--- src/verilog/rpd_map.svh ---
`ifndef RPD_MAP_SVH
`define RPD_MAP_SVH
// ****************************************************************
// Register offsets
// ****************************************************************
`define RPD_OFS_CTRL 8'h00
`define RPD_OFS_STATUS 8'h04
`define RPD_OFS_MASK 8'h08
`define RPD_OFS_PARAM0 8'h0C
`define RPD_OFS_PARAM1 8'h10
`define RPD_OFS_FLAGS 8'h14
`define RPD_OFS_BATT 8'h18
`define RPD_OFS_FIELD 8'h1C
`define RPD_OFS_DUTY 8'h20
`define RPD_OFS_SETPT 8'h24
// ****************************************************************
// Field positions and reset values
// ****************************************************************
`define RPD_CTRL_RELOAD 0
`define RPD_CTRL_HOLD 1
`define RPD_IRQ_W 5
`define RPD_PARAM1_W 13
`define RPD_PARAM_RESET {13'h1200, 32'h05B2_700A}
// ****************************************************************
// Timing
// ****************************************************************
`define RPD_CLK_MHZ 100
`define RPD_SAMPLE_US 100
`define RPD_MS_US 1000
`define RPD_LAMP_BASE_MS 150
`define RPD_LAMP_STEP_MS 250
`define RPD_COEF_ONE 65536
`endif

--- src/verilog/rpd_pkg.sv ---
package rpd_pkg;
   // Decoded parameter image, laid out as {word1[12:0], word0}
   typedef struct packed {
      logic ovshut_en;
      logic [3:0] rise_code;
      logic [7:0] setpoint_code;
      logic ramp_cur_en;
      logic ovc_en;
      logic thermal_en;
      logic amp_chk_dis;
      logic lamp_mode_en;
      logic low_field_en;
      logic uv_low_en;
      logic uv_full_en;
      logic ovlim_en;
      logic ov_en;
      logic uv_en;
      logic mech_mask;
      logic mech_dis;
      logic [2:0] lamp_flag_filter;
      logic [2:0] duty_cap;
      logic ifield_alt;
      logic [2:0] ifield_filt;
      logic [2:0] batt_filt2;
      logic [2:0] batt_filt1;
      logic [2:0] duty_filt;
   } rpd_param_t;
   // Diagnostic flags handed to the regulator core and serial link
   typedef struct packed {
      logic ov_prot;
      logic ov;
      logic uv_full;
      logic uv_low;
      logic low_field;
      logic lamp;
      logic thermal;
      logic ovc;
      logic ramp;
      logic field;
   } rpd_flags_t;
   typedef enum logic [2:0] {LD_REQ0, LD_WAIT0, LD_REQ1, LD_WAIT1, LD_DONE} rpd_load_t;
endpackage

--- src/verilog/rpd_top.sv ---
// Behaviour
// - Duty monitor filter tau 13..106 ms by 3-bit code, default 40 ms.
// - Battery filter tau 0.8..6.7 ms by set-1 code while first gain set used.
// - Battery filter tau from set-2 code while second gain set used, default 0.8 ms.
// - Field filter tau 160/66/33/13 ms for codes 1..4, 66 ms above, 0 defers.
// - Field code 0: alternate bit picks 213 ms or 106 ms (default).
// - Phase regulation above battery limit caps duty by 3-bit code, 43%/50% top.
// - Phase overvoltage flag needs its enable and shutdown enable both set.
// - Low-voltage flag at 100% duty with phase below high threshold, default on.
// - Low-voltage flag below start speed with phase below threshold, default off.
// - Low field flag when duty above 40% and field current under 0.5 A.
// - Lamp-fault mode flags battery under 11.3 V below cut-off speed, default off.
// - Hot start allowed only if half peak-to-peak exceeds 3 V when checked.
// - Lamp flag filter 150 ms at code 0, else code quarter seconds.
// - Low-voltage flag enabled by default, plain overvoltage disabled by default.
// - Set-point 6-bit 10.6 V plus 100 mV steps, 0 off; 8-bit 25 mV, 16 V cap.
// - Rise time code plus one seconds; 4-bit tables reach at most 15 s.
// - Thermal and overcurrent flags each gated by own enable; ramp and field-current flags share the ramp enable.
`include "rpd_map.svh"
`timescale 1ns/100ps
`default_nettype none
module rpd_top #(
   parameter int SAMPLE_CYCLES = `RPD_SAMPLE_US * `RPD_CLK_MHZ,
   parameter int MS_CYCLES = `RPD_MS_US * `RPD_CLK_MHZ,
   parameter bit SETPOINT_WIDE = 1'b0,
   parameter int RISE_TABLE = 0
) (
   input wire logic pclk,
   input wire logic presetn,
   input wire logic psel,
   input wire logic penable,
   input wire logic pwrite,
   input wire logic [7:0] paddr,
   input wire logic [31:0] pwdata,
   output logic [31:0] prdata,
   output logic pready,
   output logic pslverr,
   output logic nvm_rd_req,
   output logic nvm_rd_addr,
   input wire logic nvm_rd_valid,
   input wire logic [31:0] nvm_rd_data,
   input wire logic secondary_gain_set,
   input wire logic phase_reg_active,
   input wire logic batt_above_limit,
   input wire logic batt_overvolt,
   input wire logic phase_below_high,
   input wire logic speed_below_start,
   input wire logic speed_below_cutoff,
   input wire logic [15:0] phase_pp_mv,
   input wire logic [15:0] batt_mv,
   input wire logic [15:0] measured_field_current,
   input wire logic [15:0] duty_pm,
   input wire logic thermal_event,
   input wire logic overcurrent_event,
   input wire logic ramp_event,
   input wire logic field_event,
   output logic params_valid,
   output rpd_pkg::rpd_param_t params,
   output logic [15:0] batt_filt_mv,
   output logic [15:0] field_filt_ma,
   output logic [15:0] duty_filt_pm,
   output logic [15:0] duty_limit_pm,
   output logic [15:0] setpoint_mv,
   output logic [15:0] ramp_rise_ms,
   output rpd_pkg::rpd_flags_t flags,
   output logic hot_start_ok,
   output logic irq
);
   import rpd_pkg::*;

   // ****************************************************************
   // Coefficient helpers
   // ****************************************************************
   // Q16 coefficient Ts/tau; folded to a constant at each call site
   function automatic logic [16:0] coef(input int tau_us);
      return 17'((`RPD_SAMPLE_US * `RPD_COEF_ONE) / tau_us);
   endfunction

   function automatic logic [16:0] batt_coef(input logic [2:0] c);
      case (c)
         3'h0: return coef(800);
         3'h1: return coef(1700);
         3'h2: return coef(2500);
         3'h3: return coef(3300);
         3'h4: return coef(4200);
         3'h5: return coef(5000);
         3'h6: return coef(5800);
         default: return coef(6700);
      endcase
   endfunction

   // ****************************************************************
   // Parameter load from non-volatile storage
   // ****************************************************************
   rpd_load_t load_state;
   logic [31:0] word0;
   logic reload_req;
   logic filter_hold;

   // Two-word read; the image keeps its reset or last loaded value until both arrive
   always_ff @(posedge pclk or negedge presetn) begin
      if (!presetn) begin
         load_state <= LD_REQ0;
         nvm_rd_req <= 1'b0;
         nvm_rd_addr <= 1'b0;
         word0 <= 32'h0000_0000;
         params <= `RPD_PARAM_RESET;
         params_valid <= 1'b0;
      end else begin
         nvm_rd_req <= 1'b0;
         case (load_state)
            LD_REQ0: begin
               nvm_rd_req <= 1'b1;
               nvm_rd_addr <= 1'b0;
               load_state <= LD_WAIT0;
            end
            LD_WAIT0: begin
               if (nvm_rd_valid) begin
                  word0 <= nvm_rd_data;
                  load_state <= LD_REQ1;
               end
            end
            LD_REQ1: begin
               nvm_rd_req <= 1'b1;
               nvm_rd_addr <= 1'b1;
               load_state <= LD_WAIT1;
            end
            LD_WAIT1: begin
               if (nvm_rd_valid) begin
                  params <= {nvm_rd_data[`RPD_PARAM1_W-1:0], word0};
                  params_valid <= 1'b1;
                  load_state <= LD_DONE;
               end
            end
            LD_DONE: begin
               // Reload drops valid so users never see a half-written image
               if (reload_req) begin
                  params_valid <= 1'b0;
                  load_state <= LD_REQ0;
               end
            end
            default: load_state <= LD_REQ0;
         endcase
      end
   end

   // ****************************************************************
   // Tick dividers
   // ****************************************************************
   logic [31:0] sample_cnt;
   logic [31:0] ms_cnt;
   logic sample_tick;
   logic ms_tick;

   // One-cycle enables for filter sampling and the millisecond base
   always_ff @(posedge pclk or negedge presetn) begin
      if (!presetn) begin
         sample_cnt <= 32'h0000_0000;
         ms_cnt <= 32'h0000_0000;
         sample_tick <= 1'b0;
         ms_tick <= 1'b0;
      end else begin
         sample_tick <= (sample_cnt == 32'(SAMPLE_CYCLES - 1));
         ms_tick <= (ms_cnt == 32'(MS_CYCLES - 1));
         sample_cnt <= (sample_cnt == 32'(SAMPLE_CYCLES - 1)) ? 32'h0 : sample_cnt + 32'h1;
         ms_cnt <= (ms_cnt == 32'(MS_CYCLES - 1)) ? 32'h0 : ms_cnt + 32'h1;
      end
   end

   // ****************************************************************
   // Filter coefficients
   // ****************************************************************
   logic [16:0] coef_sel [3];

   // Battery tau follows the gain set in use; field code 0 defers
   always_comb begin
      coef_sel[0] = secondary_gain_set ? batt_coef(params.batt_filt2)
                                       : batt_coef(params.batt_filt1);
      case (params.ifield_filt)
         3'h0: coef_sel[1] = params.ifield_alt ? coef(106000) : coef(213000);
         3'h1: coef_sel[1] = coef(160000);
         3'h3: coef_sel[1] = coef(33000);
         3'h4: coef_sel[1] = coef(13000);
         default: coef_sel[1] = coef(66000);
      endcase
      case (params.duty_filt)
         3'h0: coef_sel[2] = coef(13000);
         3'h1: coef_sel[2] = coef(26000);
         3'h2: coef_sel[2] = coef(40000);
         3'h3: coef_sel[2] = coef(53000);
         3'h4: coef_sel[2] = coef(66000);
         3'h5: coef_sel[2] = coef(80000);
         3'h6: coef_sel[2] = coef(93000);
         default: coef_sel[2] = coef(106000);
      endcase
   end

   // ****************************************************************
   // First-order low-pass filters
   // ****************************************************************
   logic [15:0] filt_in [3];
   logic [31:0] filt_acc [3];

   assign filt_in[0] = batt_mv;
   assign filt_in[1] = measured_field_current;
   assign filt_in[2] = duty_pm;

   // y += (x - y) * Ts/tau in Q16; 16 fraction bits keep slow taus moving
   for (genvar i = 0; i < 3; i++) begin : g_filt
      logic signed [32:0] diff;
      logic signed [50:0] prod;
      assign diff = $signed({1'b0, filt_in[i], 16'h0000}) - $signed({1'b0, filt_acc[i]});
      assign prod = diff * $signed({1'b0, coef_sel[i]});
      always_ff @(posedge pclk or negedge presetn) begin
         if (!presetn) begin
            filt_acc[i] <= 32'h0000_0000;
         end else if (sample_tick && params_valid && !filter_hold) begin
            filt_acc[i] <= 32'($signed({1'b0, filt_acc[i]}) + prod[48:16]);
         end
      end
   end

   assign batt_filt_mv = filt_acc[0][31:16];
   assign field_filt_ma = filt_acc[1][31:16];
   assign duty_filt_pm = filt_acc[2][31:16];

   // ****************************************************************
   // Duty cap, set-point and ramp rise time
   // ****************************************************************
   logic [15:0] cap_pm;
   logic [15:0] rise_b2_ms;

   // Cap table in per-mille; the cap applies only in the limited case
   always_comb begin
      case (params.duty_cap)
         3'h0: cap_pm = 16'd55;
         3'h1: cap_pm = 16'd120;
         3'h2: cap_pm = 16'd180;
         3'h3: cap_pm = 16'd240;
         3'h4: cap_pm = 16'd310;
         3'h5: cap_pm = 16'd370;
         3'h6: cap_pm = 16'd430;
         default: cap_pm = 16'd500;
      endcase
      case (params.rise_code)
         4'h0: rise_b2_ms = 16'd0;
         4'h1: rise_b2_ms = 16'd250;
         4'h2: rise_b2_ms = 16'd500;
         4'h3: rise_b2_ms = 16'd750;
         4'hE: rise_b2_ms = 16'd12000;
         4'hF: rise_b2_ms = 16'd15000;
         default: rise_b2_ms = 16'((params.rise_code - 4'h3) * 1000);
      endcase
   end

   // Decoded working settings, registered for clean outputs
   always_ff @(posedge pclk or negedge presetn) begin
      if (!presetn) begin
         duty_limit_pm <= 16'd1000;
         setpoint_mv <= 16'h0000;
         ramp_rise_ms <= 16'h0000;
      end else begin
         duty_limit_pm <= (phase_reg_active && batt_above_limit) ? cap_pm : 16'd1000;
         if (!SETPOINT_WIDE) begin
            // Upper codes would run past the 16 V ceiling, so they saturate
            setpoint_mv <= (params.setpoint_code[5:0] == 6'h00) ? 16'h0000 :
               (params.setpoint_code[5:0] >= 6'h36) ? 16'd16000 :
               16'(10600 + 100 * params.setpoint_code[5:0]);
         end else begin
            setpoint_mv <= (params.setpoint_code >= 8'hD8) ? 16'd16000 :
               16'(10600 + 25 * params.setpoint_code);
         end
         case (RISE_TABLE)
            0: ramp_rise_ms <= 16'((params.rise_code[2:0] + 4'h1) * 1000);
            1: ramp_rise_ms <= 16'(params.rise_code * 1000);
            default: ramp_rise_ms <= rise_b2_ms;
         endcase
      end
   end

   // ****************************************************************
   // Diagnostic flags
   // ****************************************************************
   rpd_flags_t next_flags;
   logic lamp_cond;
   logic [15:0] lamp_ms;
   logic [15:0] lamp_limit_ms;

   // Conditions gated by their enables; nothing raised before load
   always_comb begin
      next_flags = '0;
      lamp_cond = params.lamp_mode_en && batt_filt_mv < 16'd11300 && speed_below_cutoff;
      lamp_limit_ms = (params.lamp_flag_filter == 3'h0) ? 16'(`RPD_LAMP_BASE_MS) :
         16'(params.lamp_flag_filter * `RPD_LAMP_STEP_MS);
      if (params_valid) begin
         next_flags.ov_prot = params.ovlim_en && params.ovshut_en &&
            phase_reg_active && batt_above_limit;
         next_flags.ov = params.ov_en && batt_overvolt;
         next_flags.uv_full = params.uv_en && params.uv_full_en &&
            duty_pm >= 16'd1000 && phase_below_high;
         next_flags.uv_low = params.uv_en && params.uv_low_en &&
            speed_below_start && phase_below_high;
         next_flags.low_field = params.low_field_en && duty_pm > 16'd400 &&
            field_filt_ma < 16'd500;
         next_flags.lamp = lamp_cond && lamp_ms >= lamp_limit_ms;
         next_flags.thermal = params.thermal_en && thermal_event;
         next_flags.ovc = params.ovc_en && overcurrent_event;
         next_flags.ramp = params.ramp_cur_en && ramp_event;
         next_flags.field = params.ramp_cur_en && field_event;
      end
   end

   // Lamp condition must persist for the filter time; any drop restarts it
   always_ff @(posedge pclk or negedge presetn) begin
      if (!presetn) begin
         lamp_ms <= 16'h0000;
      end else if (!lamp_cond || !params_valid) begin
         lamp_ms <= 16'h0000;
      end else if (ms_tick && lamp_ms != 16'hFFFF) begin
         lamp_ms <= lamp_ms + 16'h1;
      end
   end

   // Registered flags and hot-start permission
   always_ff @(posedge pclk or negedge presetn) begin
      if (!presetn) begin
         flags <= '0;
         hot_start_ok <= 1'b0;
      end else begin
         flags <= next_flags;
         hot_start_ok <= params_valid && (params.amp_chk_dis || phase_pp_mv > 16'd6000);
      end
   end

   // ****************************************************************
   // Interrupt status and mask
   // ****************************************************************
   logic [`RPD_IRQ_W-1:0] irq_status;
   logic [`RPD_IRQ_W-1:0] irq_mask;
   logic [`RPD_IRQ_W-1:0] irq_set;
   logic [`RPD_IRQ_W-1:0] irq_clr;
   logic wr_en;
   logic load_done_evt;

   assign wr_en = psel && penable && pready && pwrite;
   assign load_done_evt = (load_state == LD_WAIT1) && nvm_rd_valid;
   assign irq_set = {(next_flags.ov_prot | next_flags.ov) & ~(flags.ov_prot | flags.ov),
                     next_flags.lamp & ~flags.lamp,
                     next_flags.low_field & ~flags.low_field,
                     (next_flags.uv_full | next_flags.uv_low) & ~(flags.uv_full | flags.uv_low),
                     load_done_evt};
   assign irq_clr = (wr_en && paddr == `RPD_OFS_STATUS) ? pwdata[`RPD_IRQ_W-1:0] : '0;

   // Write-one-to-clear; a new event in the clearing cycle wins
   always_ff @(posedge pclk or negedge presetn) begin
      if (!presetn) begin
         irq_status <= '0;
         irq <= 1'b0;
      end else begin
         irq_status <= (irq_status & ~irq_clr) | irq_set;
         irq <= |(((irq_status & ~irq_clr) | irq_set) & irq_mask);
      end
   end

   // ****************************************************************
   // APB slave
   // ****************************************************************
   // Writable control bits; reload self-clears after one cycle
   always_ff @(posedge pclk or negedge presetn) begin
      if (!presetn) begin
         irq_mask <= '0;
         filter_hold <= 1'b0;
         reload_req <= 1'b0;
      end else begin
         reload_req <= 1'b0;
         if (wr_en && paddr == `RPD_OFS_MASK) begin
            irq_mask <= pwdata[`RPD_IRQ_W-1:0];
         end
         if (wr_en && paddr == `RPD_OFS_CTRL) begin
            filter_hold <= pwdata[`RPD_CTRL_HOLD];
            reload_req <= pwdata[`RPD_CTRL_RELOAD];
         end
      end
   end

   // Answer prepared in the setup cycle, so access needs no wait state
   always_ff @(posedge pclk or negedge presetn) begin
      if (!presetn) begin
         prdata <= 32'h0000_0000;
         pready <= 1'b0;
         pslverr <= 1'b0;
      end else begin
         pready <= psel && !penable;
         pslverr <= 1'b0;
         prdata <= 32'h0000_0000;
         if (psel && !penable) begin
            case (paddr)
               `RPD_OFS_CTRL: prdata <= {30'h0, filter_hold, 1'b0};
               `RPD_OFS_STATUS: prdata <= 32'(irq_status);
               `RPD_OFS_MASK: prdata <= 32'(irq_mask);
               `RPD_OFS_PARAM0: prdata <= params[31:0];
               `RPD_OFS_PARAM1: prdata <= {18'h0, params_valid, params[44:32]};
               `RPD_OFS_FLAGS: prdata <= {21'h0, hot_start_ok, flags};
               `RPD_OFS_BATT: prdata <= {16'h0, batt_filt_mv};
               `RPD_OFS_FIELD: prdata <= {16'h0, field_filt_ma};
               `RPD_OFS_DUTY: prdata <= {16'h0, duty_filt_pm};
               `RPD_OFS_SETPT: prdata <= {ramp_rise_ms, setpoint_mv};
               default: pslverr <= 1'b1;
            endcase
         end
      end
   end

   // ****************************************************************
   // Assertions
   // ****************************************************************
   property p_duty_cap;
      @(posedge pclk) disable iff (!presetn)
      phase_reg_active && batt_above_limit && params.duty_cap == 3'h7 |=> duty_limit_pm == 16'd500;
   endproperty
   a_duty_cap: assert property (p_duty_cap) else $error("duty cap not 50 percent");

   property p_ov_prot;
      @(posedge pclk) disable iff (!presetn)
      flags.ov_prot |-> $past(params.ovlim_en && params.ovshut_en && batt_above_limit);
   endproperty
   a_ov_prot: assert property (p_ov_prot) else $error("ov protect flag without enables");

   property p_uv_full;
      @(posedge pclk) disable iff (!presetn)
      params_valid && params.uv_en && params.uv_full_en && duty_pm >= 16'd1000 &&
         phase_below_high |=> flags.uv_full;
   endproperty
   a_uv_full: assert property (p_uv_full) else $error("full duty low voltage missed");

   property p_uv_low;
      @(posedge pclk) disable iff (!presetn)
      flags.uv_low |-> $past(speed_below_start && phase_below_high && params.uv_low_en);
   endproperty
   a_uv_low: assert property (p_uv_low) else $error("low speed flag without cause");

   property p_low_field;
      @(posedge pclk) disable iff (!presetn)
      flags.low_field |-> $past(duty_pm > 16'd400 && field_filt_ma < 16'd500);
   endproperty
   a_low_field: assert property (p_low_field) else $error("low field flag without cause");

   property p_hot_start;
      @(posedge pclk) disable iff (!presetn)
      params_valid && !params.amp_chk_dis && phase_pp_mv <= 16'd6000 |=> !hot_start_ok;
   endproperty
   a_hot_start: assert property (p_hot_start) else $error("hot start on small amplitude");

   property p_setpoint_off;
      @(posedge pclk) disable iff (!presetn)
      !SETPOINT_WIDE && params.setpoint_code[5:0] == 6'h00 |=> setpoint_mv == 16'h0000;
   endproperty
   a_setpoint_off: assert property (p_setpoint_off) else $error("set-point not off");

   property p_load;
      @(posedge pclk) disable iff (!presetn)
      $rose(params_valid) |-> $past(load_state == LD_WAIT1 && nvm_rd_valid);
   endproperty
   a_load: assert property (p_load) else $error("valid without second word");

   property p_lamp;
      @(posedge pclk) disable iff (!presetn)
      $rose(flags.lamp) |-> $past(lamp_ms >= lamp_limit_ms && params.lamp_mode_en, 1);
   endproperty
   a_lamp: assert property (p_lamp) else $error("lamp flag before filter time");

   c_load: cover property (@(posedge pclk) disable iff (!presetn) $rose(params_valid));
   c_irq: cover property (@(posedge pclk) disable iff (!presetn) $rose(irq));
   c_lamp: cover property (@(posedge pclk) disable iff (!presetn) $rose(flags.lamp));
endmodule
`default_nettype wire

--- config.mk ---
export PLATFORM = sky130hd
export DESIGN_NAME = rpd_top
export DESIGN_NICKNAME = d
export VERILOG_FILES = /design/src/verilog/rpd_pkg.sv /design/src/verilog/rpd_top.sv
export VERILOG_INCLUDE_DIRS = /design/src /design/src/verilog
export SDC_FILE = /design/constraint.sdc
export NUM_CORES = 2
export LEC_CHECK = 0
export BUFFER_PORTS_ARGS = -buffer_cell sky130_fd_sc_hd__buf_4
export CAP_MARGIN = 20
export CELL_PAD_IN_SITES_DETAIL_PLACEMENT = 1
export CELL_PAD_IN_SITES_GLOBAL_PLACEMENT = 2
export CORE_AREA = 2 2 403 405
export CTS_CLUSTER_DIAMETER = 120
export CTS_CLUSTER_SIZE = 10
export DETAILED_ROUTE_END_ITERATION = 7
export DIE_AREA = 0 0 405 407
export GPL_ROUTABILITY_DRIVEN = 0
export PLACE_DENSITY = 0.85
export SLEW_MARGIN = 15
export SYNTH_ARGS = -nofsm -noshare
export SYNTH_HDL_FRONTEND = slang
export SYNTH_SLANG_ARGS = --single-unit
--- constraint.sdc ---
create_clock -name pclk -period 10.52 [get_ports pclk]
set_input_delay 2.104 -clock pclk [delete_from_list [all_inputs] [get_ports pclk]]
set_output_delay 2.104 -clock pclk [all_outputs]
set_load 0.02 [all_outputs]
==> key figures <==
Global route
  – Vias in the first global route: 56280
  – Gr usage total: 25.12%
  – Initial antenna violation count: 11
  – First-pass GRT wire length: 320.0 mm
  – Remaining Overflow, GRT: 0
  – Largest net degree at the start of global routing: 157

Route
  – Via/cell ratio: 5.109
  – Drt drc: 0
  – Initial DRC Count: 2481
  – Wire length per cell: 21.39 microns
  – Final ANT Viol Nets: 0
  – Initial DRT Pass Iterations: 6
  – Via count: 50131
  – WL final: 209.9 mm

Critical path
  – Most frequent CP cell: fa_1
  – CP Capture Type: flip-flop
  – Req. time, crit path: 11.06 ns
  – Reg2Reg Setup Slack: -0.05 ns
  – Max incr delay on CP: 0.58 ns
  – Largest fanout on the critical path: 4
  – CP top delay family: adder cells
  – Crit path DAT: 11.93 ns
  – Kind of critical path: input pin to flip-flop
  – Slowest cell on the critical path: fa_1
  – CP bufs+invs: 8
  – CP startpoint kind: input pin

Timing
  – Final worst slack: -0.8734 ns
  – Worst-Margin Slew: 1.142 ns
  – Fin crit period: 11.39 ns
  – Fin crit share: 108.3%
  – Fmax: 87.77 MHz
  – Hold Vio Cnt, Final: 0
  – Max-slew violations: 0
  – RSZ-0062 raised after global routing: yes
  – Slew HR: 23.17%
  – Worst Clk Skew: 0.02977 ns
  – Setup violators final: 22

Run status
  – Status: finished, violations left
  – Failing checks: negative setup slack

Placed design
  – Placed insts: 9625
  – DPL Wire Length: 172.0 mm
  – I/O Buffers: 300

Job
  – Max Cap Viol: 0

Die
  – Row cnt: 147
  – Die height: 407 microns
  – Die width: 405 microns
  – I/O Pins: 343
  – Die ar.: 164800 sq um
  – Core footprint: 160200 sq um
  – Initial core utilization: 35.91%

Yosys
  – Sequential area share after synthesis: 15.35%
  – Mapped Area: 57530 sq um
  – Ys async rst share: 100.0%
  – Yosys cell types: 103
  – Top FF cell, synth: dfrtp_1
  – Avg Inst Size Synth: 8.797 sq um
  – Number of flops mapped to enable cells by yosys: 0
  – Post-synthesis cell count: 6540
  – Synth top area cells: fa_1 31%, dfrtp_1 15%, ha_1 12%
  – Yosys top cell by area: fa_1
  – Yosys reg bits: 352
  – Top-area cell type share of the netlist area: 30.59%
  – Warnings, synthesis: 0

Clock tree
  – Sink Count: 352
  – CTS buffer count: 43
  – Maximum clock insertion buffer count: 3
  – Number of H-tree levels: 2
  – Hold-fix buffers at CTS: 0
  – Worst-path clk slew: 0.07 ns
  – Later-pin clock latency in the skew report: 0.62 ns
  – CTS tree: yes
  – Clk Tree Root Cell: clkbuf_16

Final layout
  – Fin cells: 9813
  – Nets@finish: 9178
  – Area growth syn-to-layout: 26.52%
  – Share of layout cells above drive strength 1: 24.43%

Hold path
  – Worst Hold Class: flip-flop to flip-flop
-- layout by cell type (no fill, tap or decap), types with 26 or more instances in the layout --
master        n
nor2b_1      30
inv_1      1181
buf_4      1221
o21ai_0     138
mux2_2       85
o21a_1       42
fa_1        877
nand3_1      70
a31oi_1      28
nand2b_1     87
a21oi_2      68
nand2_1     507
ha_4         38
inv_2        26
a21oi_1     135
dfrtp_1     334
clkbuf_16    44
o21ai_1      35
nor2_2       28
o21bai_1     34
xnor2_1     203
or2_2        33
nand4_1      38
and3_1       40
a21o_1      108
ha_1        485
nor3_1       65
clkbuf_1     28
a22oi_1      33
nor2_1      908
buf_6        38
xor2_1      163
-- final cells by class --
type / count / area (sq um)
timing repair buffer: 1279 / 9975
tap: 2160 / 2703
antenna: 3 / 7.507
fill: 18743 / 87410
multi-input combinational: 4731 / 45410
sequential: 352 / 8831
clock buffer: 71 / 1181
clock inverter: 8 / 140.1
inverter: 1209 / 4538
-- routing by layer --
metal | track usage [%] | routed length (microns)
met3 | 4.925 | 12940
met5 | 0 | 54
met2 | 42.40 | 100500
met4 | 9.250 | 9128
met1 | 31.83 | 87340
-- final timing paths --
| path | startpoint | end | cells after the start |
|---|---|---|---|
| worst max register to register | filt_acc[68] | batt_filt_mv[12] | 40 |
| worst min-delay path | sample_cnt[0] | sample_cnt[0] | 1 |
| worst max-delay path | batt_mv[0] | batt_filt_mv[15] | 47 |
| max in group asynchronous | presetn | duty_filt_pm[2] | 2 |
| min in group asynchronous | presetn | prdata[20] | 1 |
| worst min register to register | sample_cnt[0] | sample_cnt[0] | 1 |
-- worst register-to-register path, delay by kind of cell, from the launching register on --
| family | cells | cell delay [ns] |
|---|---|---|
| xor gates and xnor gates | 3 | 0.54 |
| DFF | 1 | 0.44 |
| buffers and inverters | 7 | 0.73 |
| AOI/OAI and AO/OA | 11 | 2.05 |
| adders and majority gates | 8 | 3.85 |
| and+or+nand+nor | 11 | 2.85 |
-- registers in the layout, indices dropped and copies added (netlist names), 3 cells and up --
name           flops
filt_acc          48
params            45
ms_cnt            32
prdata            32
sample_cnt        32
word0             32
batt_filt_mv      16
duty_filt_pm      16
field_filt_ma     16
lamp_ms           16
setpoint_mv       13
ramp_rise_ms      11
flags             10
duty_limit_pm      9
irq_mask           5
irq_status         5
load_state         3
-- synth_stat cells, types with 16 or more instances --
library cell,number
a211oi_1,19
a21o_1,108
a21oi_1,209
a222oi_1,16
a22oi_1,34
a31oi_1,36
and2_1,16
and3_1,47
buf_4,64
clkbuf_1,183
dfrtp_1,334
dfstp_2,18
fa_1,879
ha_1,530
inv_1,1207
mux2_2,85
nand2_1,520
nand2b_1,90
nand3_1,80
nand4_1,38
nor2_1,940
nor2b_1,35
nor3_1,75
nor4_1,22
o21a_1,43
o21ai_0,189
o21bai_1,40
or2_2,35
or3_1,21
xnor2_1,232
xor2_1,176
-- kinds of logic after synthesis --
group	after synthesis	synth area share [%]
XOR/XNOR	410	6.279
buffers and inverters	1470	10.03
AO/OA/AOI/OAI	825	9.313
adder cells (fa/ha/maj)	1409	42.11
other	2	0.01305
AND/OR/NAND/NOR	1980	15.10
flip-flops	352	15.35
multiplexers	92	1.794
-- what timing repair did --
action | 4_1_cts | 5_1_grt
endpoints found under the hold margin | 0 | 0
pin swaps | 199 | 232
setup buffers | 61 | 54
setup endpoints to repair | 31 | 43
resized for setup | 179 | 268
-- per-stage QoR --
| step | setup WS, ns | cell area, sq um | util, % | TNS (ns) | hold WS (ns) |
|---|---|---|---|---|---|
| 6_report | -0.8734 | 72790 | 45.44 | -7.572 | 0.4631 |
| 5_1_grt | -1.278 | 72790 | 45.43 | -18.79 | 0.4950 |
| 4_1_cts | -0.7337 | 71110 | 44.39 | -4.605 | 0.4615 |
| 3_5_place_dp | -1.783 | 68520 | 42.77 | -39.59 | 0.4538 |
| 3_3_place_gp | -1.515 | 68520 | 42.77 | -28.53 | 0.4442 |
| 2_1_floorplan | -0.6537 | 57970 | - | -1.782 | 0.4197 |
Power is left out: the tool's default activity adds up to more than one toggle a clock period on the data nets, which glitch-free logic cannot reach.
